### config.mk
export PLATFORM = sky130hd
export DESIGN_NAME = cpu_core_status_registers
export DESIGN_NICKNAME = d
export VERILOG_FILES = /design/src/common/core_regs_pkg.sv /design/src/rtl/arith_flags.sv /design/src/rtl/cpu_core_status_registers.sv
export SDC_FILE = /design/constraint.sdc
export NUM_CORES = 1
export LEC_CHECK = 0
export BUFFER_PORTS_ARGS = -buffer_cell sky130_fd_sc_hd__buf_2
export CAP_MARGIN = 20
export CORE_MARGIN = 2
export CORE_UTILIZATION = 50
export DETAILED_ROUTE_END_ITERATION = 7
export PLACE_DENSITY_LB_ADDON = 0.25
export SLEW_MARGIN = 20
export SYNTH_ARGS = -nofsm -noshare
export SYNTH_HDL_FRONTEND = slang
export SYNTH_SLANG_ARGS = --single-unit
### constraint.sdc
create_clock -name core_clk_i -period 17.7 [get_ports core_clk_i]
set_input_delay 4.425 -clock core_clk_i [delete_from_list [all_inputs] [get_ports core_clk_i]]
set_output_delay 4.425 -clock core_clk_i [all_outputs]
set_load 0.01 [all_outputs]
### src/common/core_regs_pkg.sv
/*
  Package for the core status register block: register addresses, field
  positions, reset values, operation codes and carrier structs.
  Assumes an 8-bit special-function register space addressed by the CPU.
*/
package core_regs_pkg;

  // ----------------------------------------------------------------------
  // register addresses
  // ----------------------------------------------------------------------
  localparam logic [7:0] ADDR_STACK_TOP = 8'h81;
  localparam logic [7:0] ADDR_DATA_POINTER_LOW = 8'h82;
  localparam logic [7:0] ADDR_DATA_POINTER_HIGH = 8'h83;
  localparam logic [7:0] ADDR_STATUS = 8'hD0;
  localparam logic [7:0] ADDR_PRIMARY = 8'hE0;
  localparam logic [7:0] ADDR_SECOND = 8'hF0;
  // bit-addressable registers sit on addresses with the low three bits zero
  localparam logic [2:0] BIT_ADDR_ALIGN = 3'h0;

  // ----------------------------------------------------------------------
  // reset values
  // ----------------------------------------------------------------------
  localparam logic [7:0] RST_STACK_TOP = 8'h07;
  localparam logic [7:0] RST_DATA_POINTER_LOW = 8'h00;
  localparam logic [7:0] RST_DATA_POINTER_HIGH = 8'h00;
  localparam logic [7:0] RST_STATUS = 8'h00;
  localparam logic [7:0] RST_PRIMARY = 8'h00;
  localparam logic [7:0] RST_SECOND = 8'h00;

  // ----------------------------------------------------------------------
  // status word field positions
  // ----------------------------------------------------------------------
  localparam int POS_CARRY = 7;
  localparam int POS_NIBBLE_CARRY = 6;
  localparam int POS_USER_ZERO = 5;
  localparam int POS_BANK_HI = 4;
  localparam int POS_BANK_LO = 3;
  localparam int POS_RANGE_ERR = 2;
  localparam int POS_USER_ONE = 1;
  localparam int POS_PARITY = 0;
  // bank base address is bank number times the bank size of eight
  localparam logic [7:0] BANK_SIZE = 8'h08;
  localparam logic [7:0] MUL_LIMIT = 8'hFF;

  // ----------------------------------------------------------------------
  // arithmetic operations driven by the execution unit
  // ----------------------------------------------------------------------
  typedef enum logic [3:0] {
    OP_NONE = 4'h0,
    OP_ADD = 4'h1,
    OP_ADDC = 4'h2,
    OP_SUBB = 4'h3,
    OP_MUL = 4'h4,
    OP_DIV = 4'h5,
    OP_INC = 4'h6,
    OP_DEC = 4'h7
  } arith_op_t;

  // special-function register access from the CPU
  typedef struct packed {
    logic wr_en;
    logic rd_en;
    logic [7:0] addr;
    logic [7:0] wdata;
    logic bit_wr_en;
    logic [2:0] bit_sel;
    logic bit_val;
  } sfr_req_t;

  // arithmetic request from the execution unit
  typedef struct packed {
    logic valid;
    arith_op_t op;
    logic [7:0] operand;
  } arith_req_t;

  // flag outcome of an arithmetic step
  typedef struct packed {
    logic [7:0] primary;
    logic [7:0] second;
    logic write_second;
    logic carry;
    logic nibble_carry;
    logic range_err;
    logic touch_carry;
    logic touch_range;
  } arith_res_t;

endpackage : core_regs_pkg

### src/rtl/arith_flags.sv
/*
  Combinational arithmetic unit: computes results and the carry, nibble-carry
  and range-error flags for one operation on the primary and second registers.
  Assumes the caller registers the outcome; no state lives here.
*/
`timescale 1ns/10ps
module arith_flags (
  input wire core_regs_pkg::arith_op_t op_i,
  input wire logic [7:0] primary_i,
  input wire logic [7:0] second_i,
  input wire logic [7:0] operand_i,
  input wire logic carry_i,
  output core_regs_pkg::arith_res_t res_o
);

  // ----------------------------------------------------------------------
  // operation datapath
  // ----------------------------------------------------------------------
  logic [8:0] sum;
  logic [4:0] low_sum;
  logic [15:0] product;
  logic cin;

  // one process covers every operation so each path assigns all fields
  always_comb begin
    res_o = '0;
    res_o.primary = primary_i;
    res_o.second = second_i;
    sum = 9'h000;
    low_sum = 5'h00;
    product = 16'h0000;
    cin = 1'b0;
    case (op_i)
      core_regs_pkg::OP_ADD, core_regs_pkg::OP_ADDC: begin
        cin = (op_i == core_regs_pkg::OP_ADDC) ? carry_i : 1'b0;
        sum = {1'b0, primary_i} + {1'b0, operand_i} + {8'h00, cin};
        low_sum = {1'b0, primary_i[3:0]} + {1'b0, operand_i[3:0]} + {4'h0, cin};
        res_o.primary = sum[7:0];
        res_o.touch_carry = 1'b1;
        res_o.carry = sum[8];
        res_o.nibble_carry = low_sum[4];
        res_o.touch_range = 1'b1;
        // signed overflow: like signs in, other sign out
        res_o.range_err = (primary_i[7] == operand_i[7]) && (sum[7] != primary_i[7]);
      end
      core_regs_pkg::OP_SUBB: begin
        sum = {1'b0, primary_i} - {1'b0, operand_i} - {8'h00, carry_i};
        low_sum = {1'b0, primary_i[3:0]} - {1'b0, operand_i[3:0]} - {4'h0, carry_i};
        res_o.primary = sum[7:0];
        res_o.touch_carry = 1'b1;
        res_o.carry = sum[8];
        res_o.nibble_carry = low_sum[4];
        res_o.touch_range = 1'b1;
        res_o.range_err = (primary_i[7] != operand_i[7]) && (sum[7] != primary_i[7]);
      end
      core_regs_pkg::OP_MUL: begin
        product = {8'h00, primary_i} * {8'h00, second_i};
        res_o.primary = product[7:0];
        res_o.second = product[15:8];
        res_o.write_second = 1'b1;
        res_o.touch_carry = 1'b1;
        res_o.touch_range = 1'b1;
        res_o.range_err = (product > {8'h00, core_regs_pkg::MUL_LIMIT});
      end
      core_regs_pkg::OP_DIV: begin
        res_o.touch_carry = 1'b1;
        res_o.touch_range = 1'b1;
        res_o.write_second = 1'b1;
        if (second_i == 8'h00) begin
          // result undefined on zero divisor; operands are left standing
          res_o.range_err = 1'b1;
        end else begin
          res_o.primary = primary_i / second_i;
          res_o.second = primary_i % second_i;
          res_o.range_err = 1'b0;
        end
      end
      core_regs_pkg::OP_INC: begin
        res_o.primary = primary_i + 8'h01;
      end
      core_regs_pkg::OP_DEC: begin
        res_o.primary = primary_i - 8'h01;
      end
      default: begin
        res_o.primary = primary_i;
      end
    endcase
  end

endmodule : arith_flags

### src/rtl/cpu_core_status_registers.sv
/*
  Core special-function registers of an 8-bit CPU: stack top pointer, data
  pointer bytes, program status word, primary and second operand registers.
  Assumes the CPU core presents one register access and at most one arithmetic
  step per cycle, and a separate push strobe ahead of each stack store.
*/
//
// Operation
// - stack pointer increments before each push
// - stack pointer resets to 0x07, read/write
// - data pointer bytes reset zero, form 16 bits
// - data pointer addresses external ram and flash
// - carry set on carry or borrow
// - nibble carry tracks lower half carry, borrow
// - bank bits select one of four register banks
// - overflow set on signed add/subtract overflow
// - overflow set when product exceeds 255
// - overflow set on divide by zero
// - overflow otherwise cleared by those instructions
// - parity flag is odd parity of accumulator
// - user flags only software writes them
// - primary register at 0xE0, resets zero
// - second register at 0xF0, resets zero
// - status word reachable on every page
// - unassigned addresses are reserved
`timescale 1ns/10ps
module cpu_core_status_registers (
  input wire logic core_clk_i,
  input wire logic rst_i,
  input wire core_regs_pkg::sfr_req_t sfr_req_i,
  input wire core_regs_pkg::arith_req_t arith_req_i,
  input wire logic push_i,
  input wire logic pop_i,
  input wire logic [2:0] reg_index_i,
  output logic [7:0] sfr_rdata_o,
  output logic sfr_hit_o,
  output logic [7:0] stack_top_pointer_o,
  output logic [15:0] data_pointer_o,
  output logic [7:0] program_status_word_o,
  output logic [7:0] primary_arith_register_o,
  output logic [7:0] second_operand_register_o,
  output logic [7:0] bank_reg_addr_o
);

  // ----------------------------------------------------------------------
  // helpers
  // ----------------------------------------------------------------------
  // odd parity of a byte; used for the flag and the read path
  function automatic logic odd_parity(input logic [7:0] value);
    odd_parity = ^value;
  endfunction : odd_parity

  // apply a bit-addressed write to a byte
  function automatic logic [7:0] bit_write(input logic [7:0] value, input logic [2:0] sel,
                                          input logic bitv);
    logic [7:0] tmp;
    tmp = value;
    tmp[sel] = bitv;
    bit_write = tmp;
  endfunction : bit_write

  // ----------------------------------------------------------------------
  // state
  // ----------------------------------------------------------------------
  logic [7:0] stack_top_pointer_ff, nxt_stack_top_pointer;
  logic [7:0] data_pointer_low_ff, nxt_data_pointer_low;
  logic [7:0] data_pointer_high_ff, nxt_data_pointer_high;
  logic [7:0] status_ff, nxt_status;
  logic [7:0] primary_ff, nxt_primary;
  logic [7:0] second_ff, nxt_second;
  logic [7:0] sfr_rdata_ff, nxt_sfr_rdata;
  logic sfr_hit_ff, nxt_sfr_hit;
  logic [7:0] bank_reg_addr_ff, nxt_bank_reg_addr;
  logic [7:0] status_live;
  logic [7:0] primary_after;
  core_regs_pkg::arith_res_t res;
  logic wr_hit, bit_hit, arith_go;

  // ----------------------------------------------------------------------
  // arithmetic datapath
  // ----------------------------------------------------------------------
  arith_flags u_arith (
    .op_i(arith_req_i.op),
    .primary_i(primary_ff),
    .second_i(second_ff),
    .operand_i(arith_req_i.operand),
    .carry_i(status_ff[core_regs_pkg::POS_CARRY]),
    .res_o(res)
  );

  assign arith_go = arith_req_i.valid && (arith_req_i.op != core_regs_pkg::OP_NONE);
  assign wr_hit = sfr_req_i.wr_en;
  // bit writes only reach registers whose address aligns to eight
  assign bit_hit = sfr_req_i.bit_wr_en && (sfr_req_i.addr[2:0] == core_regs_pkg::BIT_ADDR_ALIGN);

  // ----------------------------------------------------------------------
  // next-state logic for all registers
  // ----------------------------------------------------------------------
  // a software write in the same cycle as an arithmetic step wins, since the
  // core only issues one of them per instruction phase
  always_comb begin
    nxt_stack_top_pointer = stack_top_pointer_ff;
    nxt_data_pointer_low = data_pointer_low_ff;
    nxt_data_pointer_high = data_pointer_high_ff;
    nxt_status = status_ff;
    nxt_primary = primary_ff;
    nxt_second = second_ff;
    // stack pointer moves first so the store uses the new top
    if (push_i) begin
      nxt_stack_top_pointer = stack_top_pointer_ff + 8'h01;
    end else if (pop_i) begin
      nxt_stack_top_pointer = stack_top_pointer_ff - 8'h01;
    end
    if (arith_go) begin
      nxt_primary = res.primary;
      if (res.write_second) begin
        nxt_second = res.second;
      end
      if (res.touch_carry) begin
        nxt_status[core_regs_pkg::POS_CARRY] = res.carry;
        nxt_status[core_regs_pkg::POS_NIBBLE_CARRY] = res.nibble_carry;
      end
      if (res.touch_range) begin
        nxt_status[core_regs_pkg::POS_RANGE_ERR] = res.range_err;
      end
    end
    // decoded byte writes; every register answers on all pages
    if (wr_hit) begin
      case (sfr_req_i.addr)
        core_regs_pkg::ADDR_STACK_TOP: nxt_stack_top_pointer = sfr_req_i.wdata;
        core_regs_pkg::ADDR_DATA_POINTER_LOW: nxt_data_pointer_low = sfr_req_i.wdata;
        core_regs_pkg::ADDR_DATA_POINTER_HIGH: nxt_data_pointer_high = sfr_req_i.wdata;
        core_regs_pkg::ADDR_STATUS: nxt_status = sfr_req_i.wdata;
        core_regs_pkg::ADDR_PRIMARY: nxt_primary = sfr_req_i.wdata;
        core_regs_pkg::ADDR_SECOND: nxt_second = sfr_req_i.wdata;
        default: nxt_primary = nxt_primary;
      endcase
    end else if (bit_hit) begin
      case (sfr_req_i.addr)
        core_regs_pkg::ADDR_STATUS: begin
          // user flags change only here or by byte write
          nxt_status = bit_write(status_ff, sfr_req_i.bit_sel, sfr_req_i.bit_val);
        end
        core_regs_pkg::ADDR_PRIMARY: begin
          nxt_primary = bit_write(primary_ff, sfr_req_i.bit_sel, sfr_req_i.bit_val);
        end
        core_regs_pkg::ADDR_SECOND: begin
          nxt_second = bit_write(second_ff, sfr_req_i.bit_sel, sfr_req_i.bit_val);
        end
        default: nxt_second = nxt_second;
      endcase
    end
    // stored parity bit is read-only; the live value overrides it
    nxt_status[core_regs_pkg::POS_PARITY] = odd_parity(nxt_primary);
  end

  // ----------------------------------------------------------------------
  // live status and read path
  // ----------------------------------------------------------------------
  // parity follows the accumulator in the same cycle, no extra latency
  assign primary_after = primary_ff;
  always_comb begin
    status_live = status_ff;
    status_live[core_regs_pkg::POS_PARITY] = odd_parity(primary_after);
  end

  // reserved addresses read zero and report no hit
  always_comb begin
    nxt_sfr_rdata = 8'h00;
    nxt_sfr_hit = 1'b0;
    if (sfr_req_i.rd_en) begin
      nxt_sfr_hit = 1'b1;
      case (sfr_req_i.addr)
        core_regs_pkg::ADDR_STACK_TOP: nxt_sfr_rdata = stack_top_pointer_ff;
        core_regs_pkg::ADDR_DATA_POINTER_LOW: nxt_sfr_rdata = data_pointer_low_ff;
        core_regs_pkg::ADDR_DATA_POINTER_HIGH: nxt_sfr_rdata = data_pointer_high_ff;
        core_regs_pkg::ADDR_STATUS: nxt_sfr_rdata = status_live;
        core_regs_pkg::ADDR_PRIMARY: nxt_sfr_rdata = primary_ff;
        core_regs_pkg::ADDR_SECOND: nxt_sfr_rdata = second_ff;
        default: begin
          nxt_sfr_hit = 1'b0;
          nxt_sfr_rdata = 8'h00;
        end
      endcase
    end
  end

  // bank base plus register index; registered so the output is a flop
  always_comb begin
    nxt_bank_reg_addr = ({6'h00, nxt_status[core_regs_pkg::POS_BANK_HI:core_regs_pkg::POS_BANK_LO]}
                         * core_regs_pkg::BANK_SIZE) + {5'h00, reg_index_i};
  end

  // ----------------------------------------------------------------------
  // registers
  // ----------------------------------------------------------------------
  always_ff @(posedge core_clk_i) begin
    if (rst_i) begin
      stack_top_pointer_ff <= core_regs_pkg::RST_STACK_TOP;
      data_pointer_low_ff <= core_regs_pkg::RST_DATA_POINTER_LOW;
      data_pointer_high_ff <= core_regs_pkg::RST_DATA_POINTER_HIGH;
      status_ff <= core_regs_pkg::RST_STATUS;
      primary_ff <= core_regs_pkg::RST_PRIMARY;
      second_ff <= core_regs_pkg::RST_SECOND;
      sfr_rdata_ff <= 8'h00;
      sfr_hit_ff <= 1'b0;
      bank_reg_addr_ff <= 8'h00;
    end else begin
      stack_top_pointer_ff <= nxt_stack_top_pointer;
      data_pointer_low_ff <= nxt_data_pointer_low;
      data_pointer_high_ff <= nxt_data_pointer_high;
      status_ff <= nxt_status;
      primary_ff <= nxt_primary;
      second_ff <= nxt_second;
      sfr_rdata_ff <= nxt_sfr_rdata;
      sfr_hit_ff <= nxt_sfr_hit;
      bank_reg_addr_ff <= nxt_bank_reg_addr;
    end
  end

  // ----------------------------------------------------------------------
  // outputs, each straight from a flop
  // ----------------------------------------------------------------------
  assign sfr_rdata_o = sfr_rdata_ff;
  assign sfr_hit_o = sfr_hit_ff;
  assign stack_top_pointer_o = stack_top_pointer_ff;
  assign data_pointer_o = {data_pointer_high_ff, data_pointer_low_ff};
  assign program_status_word_o = status_ff;
  assign primary_arith_register_o = primary_ff;
  assign second_operand_register_o = second_ff;
  assign bank_reg_addr_o = bank_reg_addr_ff;

endmodule : cpu_core_status_registers

; ---- Word level (Yosys, flattened, before mapping)
; Index checks and enable logic that the tools add are counted.
[word_totals]
inputBits = 43
output_inout_bits = 65
ff_bits = 65
[op_classes]
add_sub_neg = 13
n_mul = 1
n_lt_le_gt_ge = 3
n_bitwise = 1
n_eq_ne = 17
div = 2
n_reduce_logical = 17
mux = 37
[ops]
columns = operator, n
row1 = 8-bit 2-to-1 mux, 19
row2 = 8-bit one-hot mux with 6 select lines, 2
row3 = "8-bit equality test, second input constant", 6
row4 = 8-bit bitwise mux, 3
row5 = 9-bit one-hot mux with 2 select lines, 1
row6 = "8-bit by 1-bit adder with 8-bit output, second input constant", 2
row7 = "4-bit by 3-bit equality test with 1-bit output, second input constant", 4
row8 = "16-bit by 8-bit greater-than comparator with 1-bit output, second input constant", 1
row9 = 8-bit by 8-bit multiplier with 16-bit output, 1
row10 = 16-bit 2-to-1 mux, 1
row11 = 8-bit parity, 2
row12 = "8-bit by 1-bit subtractor with 8-bit output, second input constant", 2
row13 = 3-bit one-hot mux with 4 select lines, 1
row14 = 8-bit by 8-bit adder with 9-bit output, 1
row15 = 9-bit by 1-bit adder with 9-bit output, 1
row16 = 8-bit by 8-bit subtractor with 9-bit output, 1
row17 = 9-bit by 1-bit subtractor with 9-bit output, 1
row18 = 8-bit by 8-bit divider with 8-bit output, 1
row19 = "4-bit by 2-bit equality test with 1-bit output, second input constant", 2
row20 = 8-bit zero test, 1
row21 = 8-bit by 8-bit modulo with 8-bit output, 1
row22 = 5-bit by 3-bit adder with 6-bit output, 1
row23 = 1-bit 2-to-1 mux, 6
row24 = 2-bit AND reduction, 3
row25 = 19 further kinds, 27

; ---- Logic depth before layout (Yosys ltp)
; Gate-level depths: netlist of run 1.
[depth]
ltp_word = 12
ltp_mapped = 57
mapped_depth_nobuf = 55

; ---- By module
; A second synthesis of run 1 with hierarchy kept.
[hier_totals]
hier_cells = 1257
hier_area_um2 = 9439.1
[modules_own_cells]
columns = mod, instances, cells_per_inst, area_per_inst_um2
row1 = arith_flags, 1, 756, 5594.1
row2 = cpu_core_status_registers, 1, 501, 3844.9

; ---- Worst setup path after synthesis of run 1
; Ideal clock, no wire load.
[synth_path]
path_kind = register to register
start = register second_ff[0], in the netlist second_operand_register_o[0]
end = register status_ff[0], in the netlist program_status_word_o[0]
stages_incl_launch_ff = 50
path_buffers = 2
arrival_ns = 11.509
path_slack_ns = 6.064
period_less_slack_ns = 11.636
cell_sequence = dfxtp_1 -> clkbuf_1 -> inv_1 -> ha_1 -> o211ai_1 -> nor2_1 -> xnor2_1 -> ha_1 -> o21a_1 -> o41ai_2 -> a22oi_1 -> ha_1 -> o211ai_1 -> a211oi_4 -> a221oi_2 -> or2_2 -> ha_1 -> o211ai_1 -> (+14 left out) -> mux2_2 -> ha_1 -> or2_2 -> a21oi_1 -> a21oi_1 -> a41oi_2 -> a21oi_1 -> fa_1 -> nand2b_1 -> a21oi_1 -> nor4_1 -> o21ai_1 -> nor2b_1 -> o31ai_1 -> xnor3_1 -> xor2_1 -> xnor2_1 -> nor2_1
[synth_via]
elab_chain_cells = 8
[synth_rtl]
columns = element, line
row1 = from (decl), cpu_core_status_registers.sv:70  ; logic [7:0] second_ff, nxt_second;
row2 = from (signal assigned), cpu_core_status_registers.sv:204  ; second_ff <= core_regs_pkg::RST_SECOND;
row3 = from (signal assigned), cpu_core_status_registers.sv:214  ; second_ff <= nxt_second;
row4 = 8-bit by 8-bit divider with 8-bit output / 8-bit zero test (equally long branches), "arith_flags.sv:73, arith_flags.sv:69"
row5 = 16-bit 2-to-1 mux, arith_flags.sv:69  ; if (second_i == 8'h00) begin
row6 = 8-bit one-hot mux with 6 select lines (*), arith_flags.sv:33  ; case (op_i)
row7 = 8-bit 2-to-1 mux (*), cpu_core_status_registers.sv:114  ; if (arith_go) begin
row8 = 8-bit 2-to-1 mux, cpu_core_status_registers.sv:139  ; case (sfr_req_i.addr)
row9 = 8-bit 2-to-1 mux, cpu_core_status_registers.sv:138  ; end else if (bit_hit) begin
row10 = 8-bit 2-to-1 mux (*), cpu_core_status_registers.sv:128  ; if (wr_hit) begin
row11 = 8-bit parity (*), cpu_core_status_registers.sv:50  ; odd_parity = ^value;
row12 = to (signal assigned), cpu_core_status_registers.sv:202  ; status_ff <= core_regs_pkg::RST_STATUS;
row13 = to (signal assigned), cpu_core_status_registers.sv:212  ; status_ff <= nxt_status;
row14 = to (decl), cpu_core_status_registers.sv:68  ; logic [7:0] status_ff, nxt_status;
; Every way passes the cells marked *; elsewhere a longest branch is shown, timed or not.
; A chain may end at the register's enable or synchronous reset.

; ---- Worst setup path in the final report of run 1
; Ends and elaborated chain as after synthesis.

==> results of run 1 <==
-- area by class of cell --
cell class                 instances  area, sq um
tap                              225          282
sequential                        60         1200
timing repair buffer             117          618
inverter                          96          360
clock buffer                      10          239
clock inverter                     4         51.3
multi-input combinational        951         7160
fill                            1706         7510
-- sequential cells by signal (all words and copies together) (netlist names) --
register                   cells
bank_reg_addr_o                3
data_pointer_high_ff           8
data_pointer_low_ff            8
primary_arith_register_o       8
program_status_word_o          8
second_operand_register_o      8
sfr_hit_o                      1
sfr_rdata_o                    8
stack_top_pointer_o            8
-- through the flow --
stage,hold slack [ns],util,setup slack [ns],instance area [sq um],cells
final,0.510,0.569,4.16,9910,1463
after global routing,0.539,0.569,3.24,9910,1463
after CTS,0.518,0.569,4.39,9910,1463
after detailed placement,0.505,0.552,4.46,9620,1449
after global placement,0.492,0.552,4.97,9620,1449
after floorplan,0.541,-,6.06,8950,1161
-- routing by layer --
metal	vias to the layer above	wire length (um)	part of all wire	global-route usage
met1	4294	12200	0.42	0.413
met5	-	0	0	0
met3	78	2700	0.093	0.0695
met4	0	1050	0.036	0.122
met2	437	13100	0.45	0.482
li1	4269	-	-	-
-- worst register-to-register path: cells and delay by family, from the launching register on --
family	cells	cell delay [ns]
compound gates	19	4.91
mux	2	0.80
simple gates	13	2.96
xor+xnor	4	0.71
buf+inv	3	0.54
flops	1	0.72
fa+ha+maj	8	2.74
-- layout by cell type (no fill, tap or decap), types with 7 or more instances in the layout --
| cell type | instances |
|---|---|
| a21oi_1 | 78 |
| nand3_1 | 19 |
| fa_1 | 42 |
| inv_1 | 91 |
| o21ai_0 | 62 |
| nand2_1 | 94 |
| and2_1 | 15 |
| a31oi_1 | 13 |
| nand3b_1 | 7 |
| buf_2 | 104 |
| a22oi_1 | 23 |
| nand2b_1 | 8 |
| xor2_1 | 23 |
| o22ai_1 | 18 |
| clkbuf_16 | 9 |
| or2_2 | 9 |
| ha_1 | 110 |
| o21a_1 | 11 |
| dfxtp_1 | 60 |
| o31ai_1 | 10 |
| buf_4 | 13 |
| mux2i_1 | 23 |
| a21o_1 | 12 |
| o211ai_1 | 11 |
| nor3_1 | 23 |
| xnor2_1 | 40 |
| nor2_1 | 144 |
| o21bai_1 | 10 |
| a211oi_1 | 10 |
| mux2_2 | 16 |
| nor2b_1 | 14 |
-- cell families after synthesis --
logic type,share of synthesized area
xor+xnor,0.0667
simple gates,0.203
compound gates,0.231
other cells,0.000419
fa+ha+maj,0.248
mux,0.0509
flops,0.134
buf+inv,0.0667
-- worst paths after layout --
kind	startpoint	to	slack, ns	depth (start not counted)
max reg2reg	second_operand_register_o[0]	program_status_word_o[0]	4.16	49
max	second_operand_register_o[0]	program_status_word_o[0]	4.16	49
min	data_pointer_high_ff[6]	data_pointer_high_ff[6]	0.51	2
min reg2reg	data_pointer_high_ff[6]	data_pointer_high_ff[6]	0.51	2
==> reports/results.tsv, run 1 <==
metric	value	unit
ant_nets	0	
cp_num_buf_inv	3	
cts.htree.levels	3	
port-buffer-count	104	
netlist_instances	1159	
drtPass1Iterations	5	
skew	0.00716	ns
path_class	flip-flop to flip-flop	
finalCritPeriodShare	0.765	
ys_warn_count	0	
viasPerCell	6.21	
ys_seq_elements	60	
cp-start-kind	flip-flop	
drv_cap	0	
synth_ff_type	dfxtp_1	
drive_above_1_share	0.141	
worst_setup_path_end_kind	flip-flop	
slew_violations	0	
cts_tree	built	
setup-violations-final	0	
core-area	17400	sq um
drt-initial-drc-count	952	
routed_wl	29100	um
clockRootBuffer	clkbuf_16	
min_period	13.54	ns
yosysTopAreaCell	ha_1	
yosys-top-cells-area	ha_1, dfxtp_1, fa_1	
clock_latency	0.33	ns
grt_overflow	0	
rsz0062_at_grt	no	
hold_path.class	flip-flop to flip-flop	
num_vias	9078	
synth_edf_count	0	
cts_sinks	60	
path_max_fanout	15	
hpwl	22400	um
antenna_found_initial	0	
clock_path_buffers	2	
cts_buffers	9	
crit_required	17.88	ns
syn_area_per_cell	7.72	sq um
yosys.area.top_type_share	0.154	
yosysMostFrequentCell	nor2_1	
final_nets	1430	
worstMarginPinSlew	1.03	ns
ios	108	
die_width	138	um
outcome	completed	
avgRoutedWirePerCell	19.9	um
netlist_area	8950	sq um
max_stage_delay	0.72	ns
grt_start_max_net_pins	55	
globalplace.congestion	0.979	
maxSlewHeadroom	0.316	
synthTopCellsByCount	nor2_1, ha_1, nand2_1	
grt_pass1_vias	8552	
die_y	138	um
track_usage	0.309	
grt_first_pass_wirelength	45000	um
cts_resized	0	
clk_pin_slew	0.05	ns
hold_viol_final	0	
yosysSeqAreaShare	0.134	
max_freq	73.9	MHz
rows	48	
cp.arrival	13.72	ns
post_cts.repair.setup_buffers	0	
cts_hold_buf	0	
ys_types	83	
diodes	0	
critPathTopFamily	compound AO/OA/AOI/OAI gates	
async_flop_share	0	
die_area	19000	sq um
drc_errors	0	
slowest_stage	dfxtp_1	
start_util	0.514	
area_growth	10.7	%
fin_tns_setup	0	ns
Power of run 1 is left out: the tool's default activity adds up to more than one toggle a clock period on the data nets, which glitch-free logic cannot reach.
==> run 2: changes to the inputs <==
- clock period: 17.7 -> 11.5 ns (I/O delays scaled with it)
==> run 2 against run 1 <==
  * Worst hold slack better by 0.0058 ns
  * Clock skew down 0.00073 ns
  * Worst setup slack worse by 3.6 ns
  * Largest cell class unchanged
  * Global-route usage up 0.74 points
  * Fmax up 24%
  * Critical path depth up 2
  * Core utilization up 2.6 points
  * Count of clock-buffer cells in the layout up 3
  * Non-clock buffer count up 29
==> reports/results.tsv, run 2 (same netlist as run 1, synthesis figures left out) <==
metric	value	unit	change
fill_cells	1619		-5.1%
multi_input_area	7350	sq um	+2.8%
globalplace.congestion	0.964		-1.5%
worst_setup_path_end_kind	flip-flop		
layout_commonest_cell	nor2_1		
max_stage_delay	0.39	ns	-0.33 ns
setup-violations-final	0		unchanged
worstSetupStartpoint	second_operand_register_o[0]		
drc_errors	0		unchanged
regToRegSetupSlack	0.55	ns	-3.62 ns
r2r_cells	51		+4.1%
hpwl	22700	um	+1.1%
cts_sinks	60		unchanged
drv_cap	0		unchanged
whs_path_depth	2		unchanged
drt-initial-drc-count	942		-1.1%
start_util	0.514		unchanged
die_area	19000	sq um	unchanged
slew_violations	0		unchanged
core-area	17400	sq um	unchanged
drive_above_1_share	0.179		+0.0383
fin_util	0.595		+0.0262
track_usage	0.316		+0.00736
clock_path_buffers	2		unchanged
cp-start-kind	flip-flop		
drtPass1Iterations	6		+1
crit_required	11.69	ns	-6.19 ns
skew	0.00642	ns	-0.000733 ns
hold_end	data_pointer_high_ff[6]		
clock_latency	0.34	ns	about the same
min_period	10.95	ns	-2.58 ns
viasPerCell	6.14		-1.1%
worstMarginPinSlew	1.01	ns	-0.0173 ns
max_freq	91.3	MHz	+24%
grt_first_pass_wirelength	45700	um	+1.5%
finalCritPeriodShare	0.953		+0.188
slowest_stage	mux2_2		
cp_num_buf_inv	5		+2
final_nets	1459		+2.0%
routed_wl	29600	um	+2.0%
hold_path.class	flip-flop to flip-flop		
grt_pass1_vias	8490		-0.72%
rows	48		unchanged
cp_common_cell	o211ai_1		
r2r_end	program_status_word_o[0]		
antenna_found_initial	1		+1
grt_overflow	0		unchanged
cts_tree	built		
avgRoutedWirePerCell	19.8	um	-0.21%
port-buffer-count	104		unchanged
area_growth	15.8	%	
die_width	138	um	unchanged
pre_cts_slack	0.0271	ns	-4.44 ns
stdcell_area	10400	sq um	+4.6%
num_vias	9174		+1.1%
maxSlewHeadroom	0.327		+0.0116
path_class	flip-flop to flip-flop		
hold_viol_final	0		unchanged
cts_hold_buf	0		unchanged
clockRootBuffer	clkbuf_16		
die_y	138	um	unchanged
r2r-start	second_operand_register_o[0]		
ant_nets	0		unchanged
fin_tns_setup	0	ns	unchanged
cts_buffers	9		unchanged
outcome	completed		
cp.arrival	11.14	ns	-2.58 ns
ios	108		unchanged
grt_start_max_net_pins	55		unchanged
layout_common_cells	nor2_1, ha_1, buf_2		
setup_ws	0.546	ns	-3.62 ns
path_max_fanout	6		-9
place_area	9750	sq um	+1.4%
cts.htree.levels	3		unchanged
worstHoldStart	data_pointer_high_ff[6]		
regArea	1200	sq um	unchanged
critPathTopFamily	compound AO/OA/AOI/OAI gates		
clk_pin_slew	0.05	ns	about the same
run 2: timing repair:
action | 4_1_cts | 5_1_grt
setup endpoints to repair | 1 | 10
pin swaps | 1 | 16
resized for setup | 0 | 32
setup buffers | 2 | 10
run 2: routing by layer:
metal	up-vias	wire [um]	track usage
met4	0	1080	0.123
li1	4318	-	-
met3	84	2940	0.0666
met2	466	13300	0.492
met1	4306	12300	0.428
met5	-	0	0
run 2: worst max path at each step:
stage          cells past startpoint  slack (ns)                  endpoint
2_1_floorplan                     49        0.05  program_status_word_o[0]
3_3_place_gp                      51        0.27  program_status_word_o[0]
3_5_place_dp                      51        0.03  program_status_word_o[0]
4_1_cts                           51        0.09  program_status_word_o[0]
5_1_grt                           58       -0.11  program_status_word_o[0]
6_report                          51        0.55  program_status_word_o[0]
run 2: per-stage QoR:
| step | std cells | hold WS (ns) |
|---|---|---|
| global placement | 1466 | 0.494 |
| CTS | 1484 | 0.517 |
| detailed placement | 1466 | 0.504 |
| global route | 1494 | 0.541 |
| floorplan | 1161 | 0.541 |
| finish | 1495 | 0.516 |
run 2: cell type report:
type / instances / area share
antenna: 1 / 0.000241
clock buffer: 13 / 0.0251
clock inverter: 3 / 0.00664
inverter: 96 / 0.0348
multi-input combinational: 951 / 0.710
sequential: 60 / 0.116
tap: 225 / 0.0272
timing repair buffer: 146 / 0.0806
run 2: worst min-delay path, stage by stage, from the launching register on:
cell	delay [ns]
dfxtp_1	0.33
mux2i_1	0.07
nor2_1	0.08
Power of run 2 is left out for the same reason.
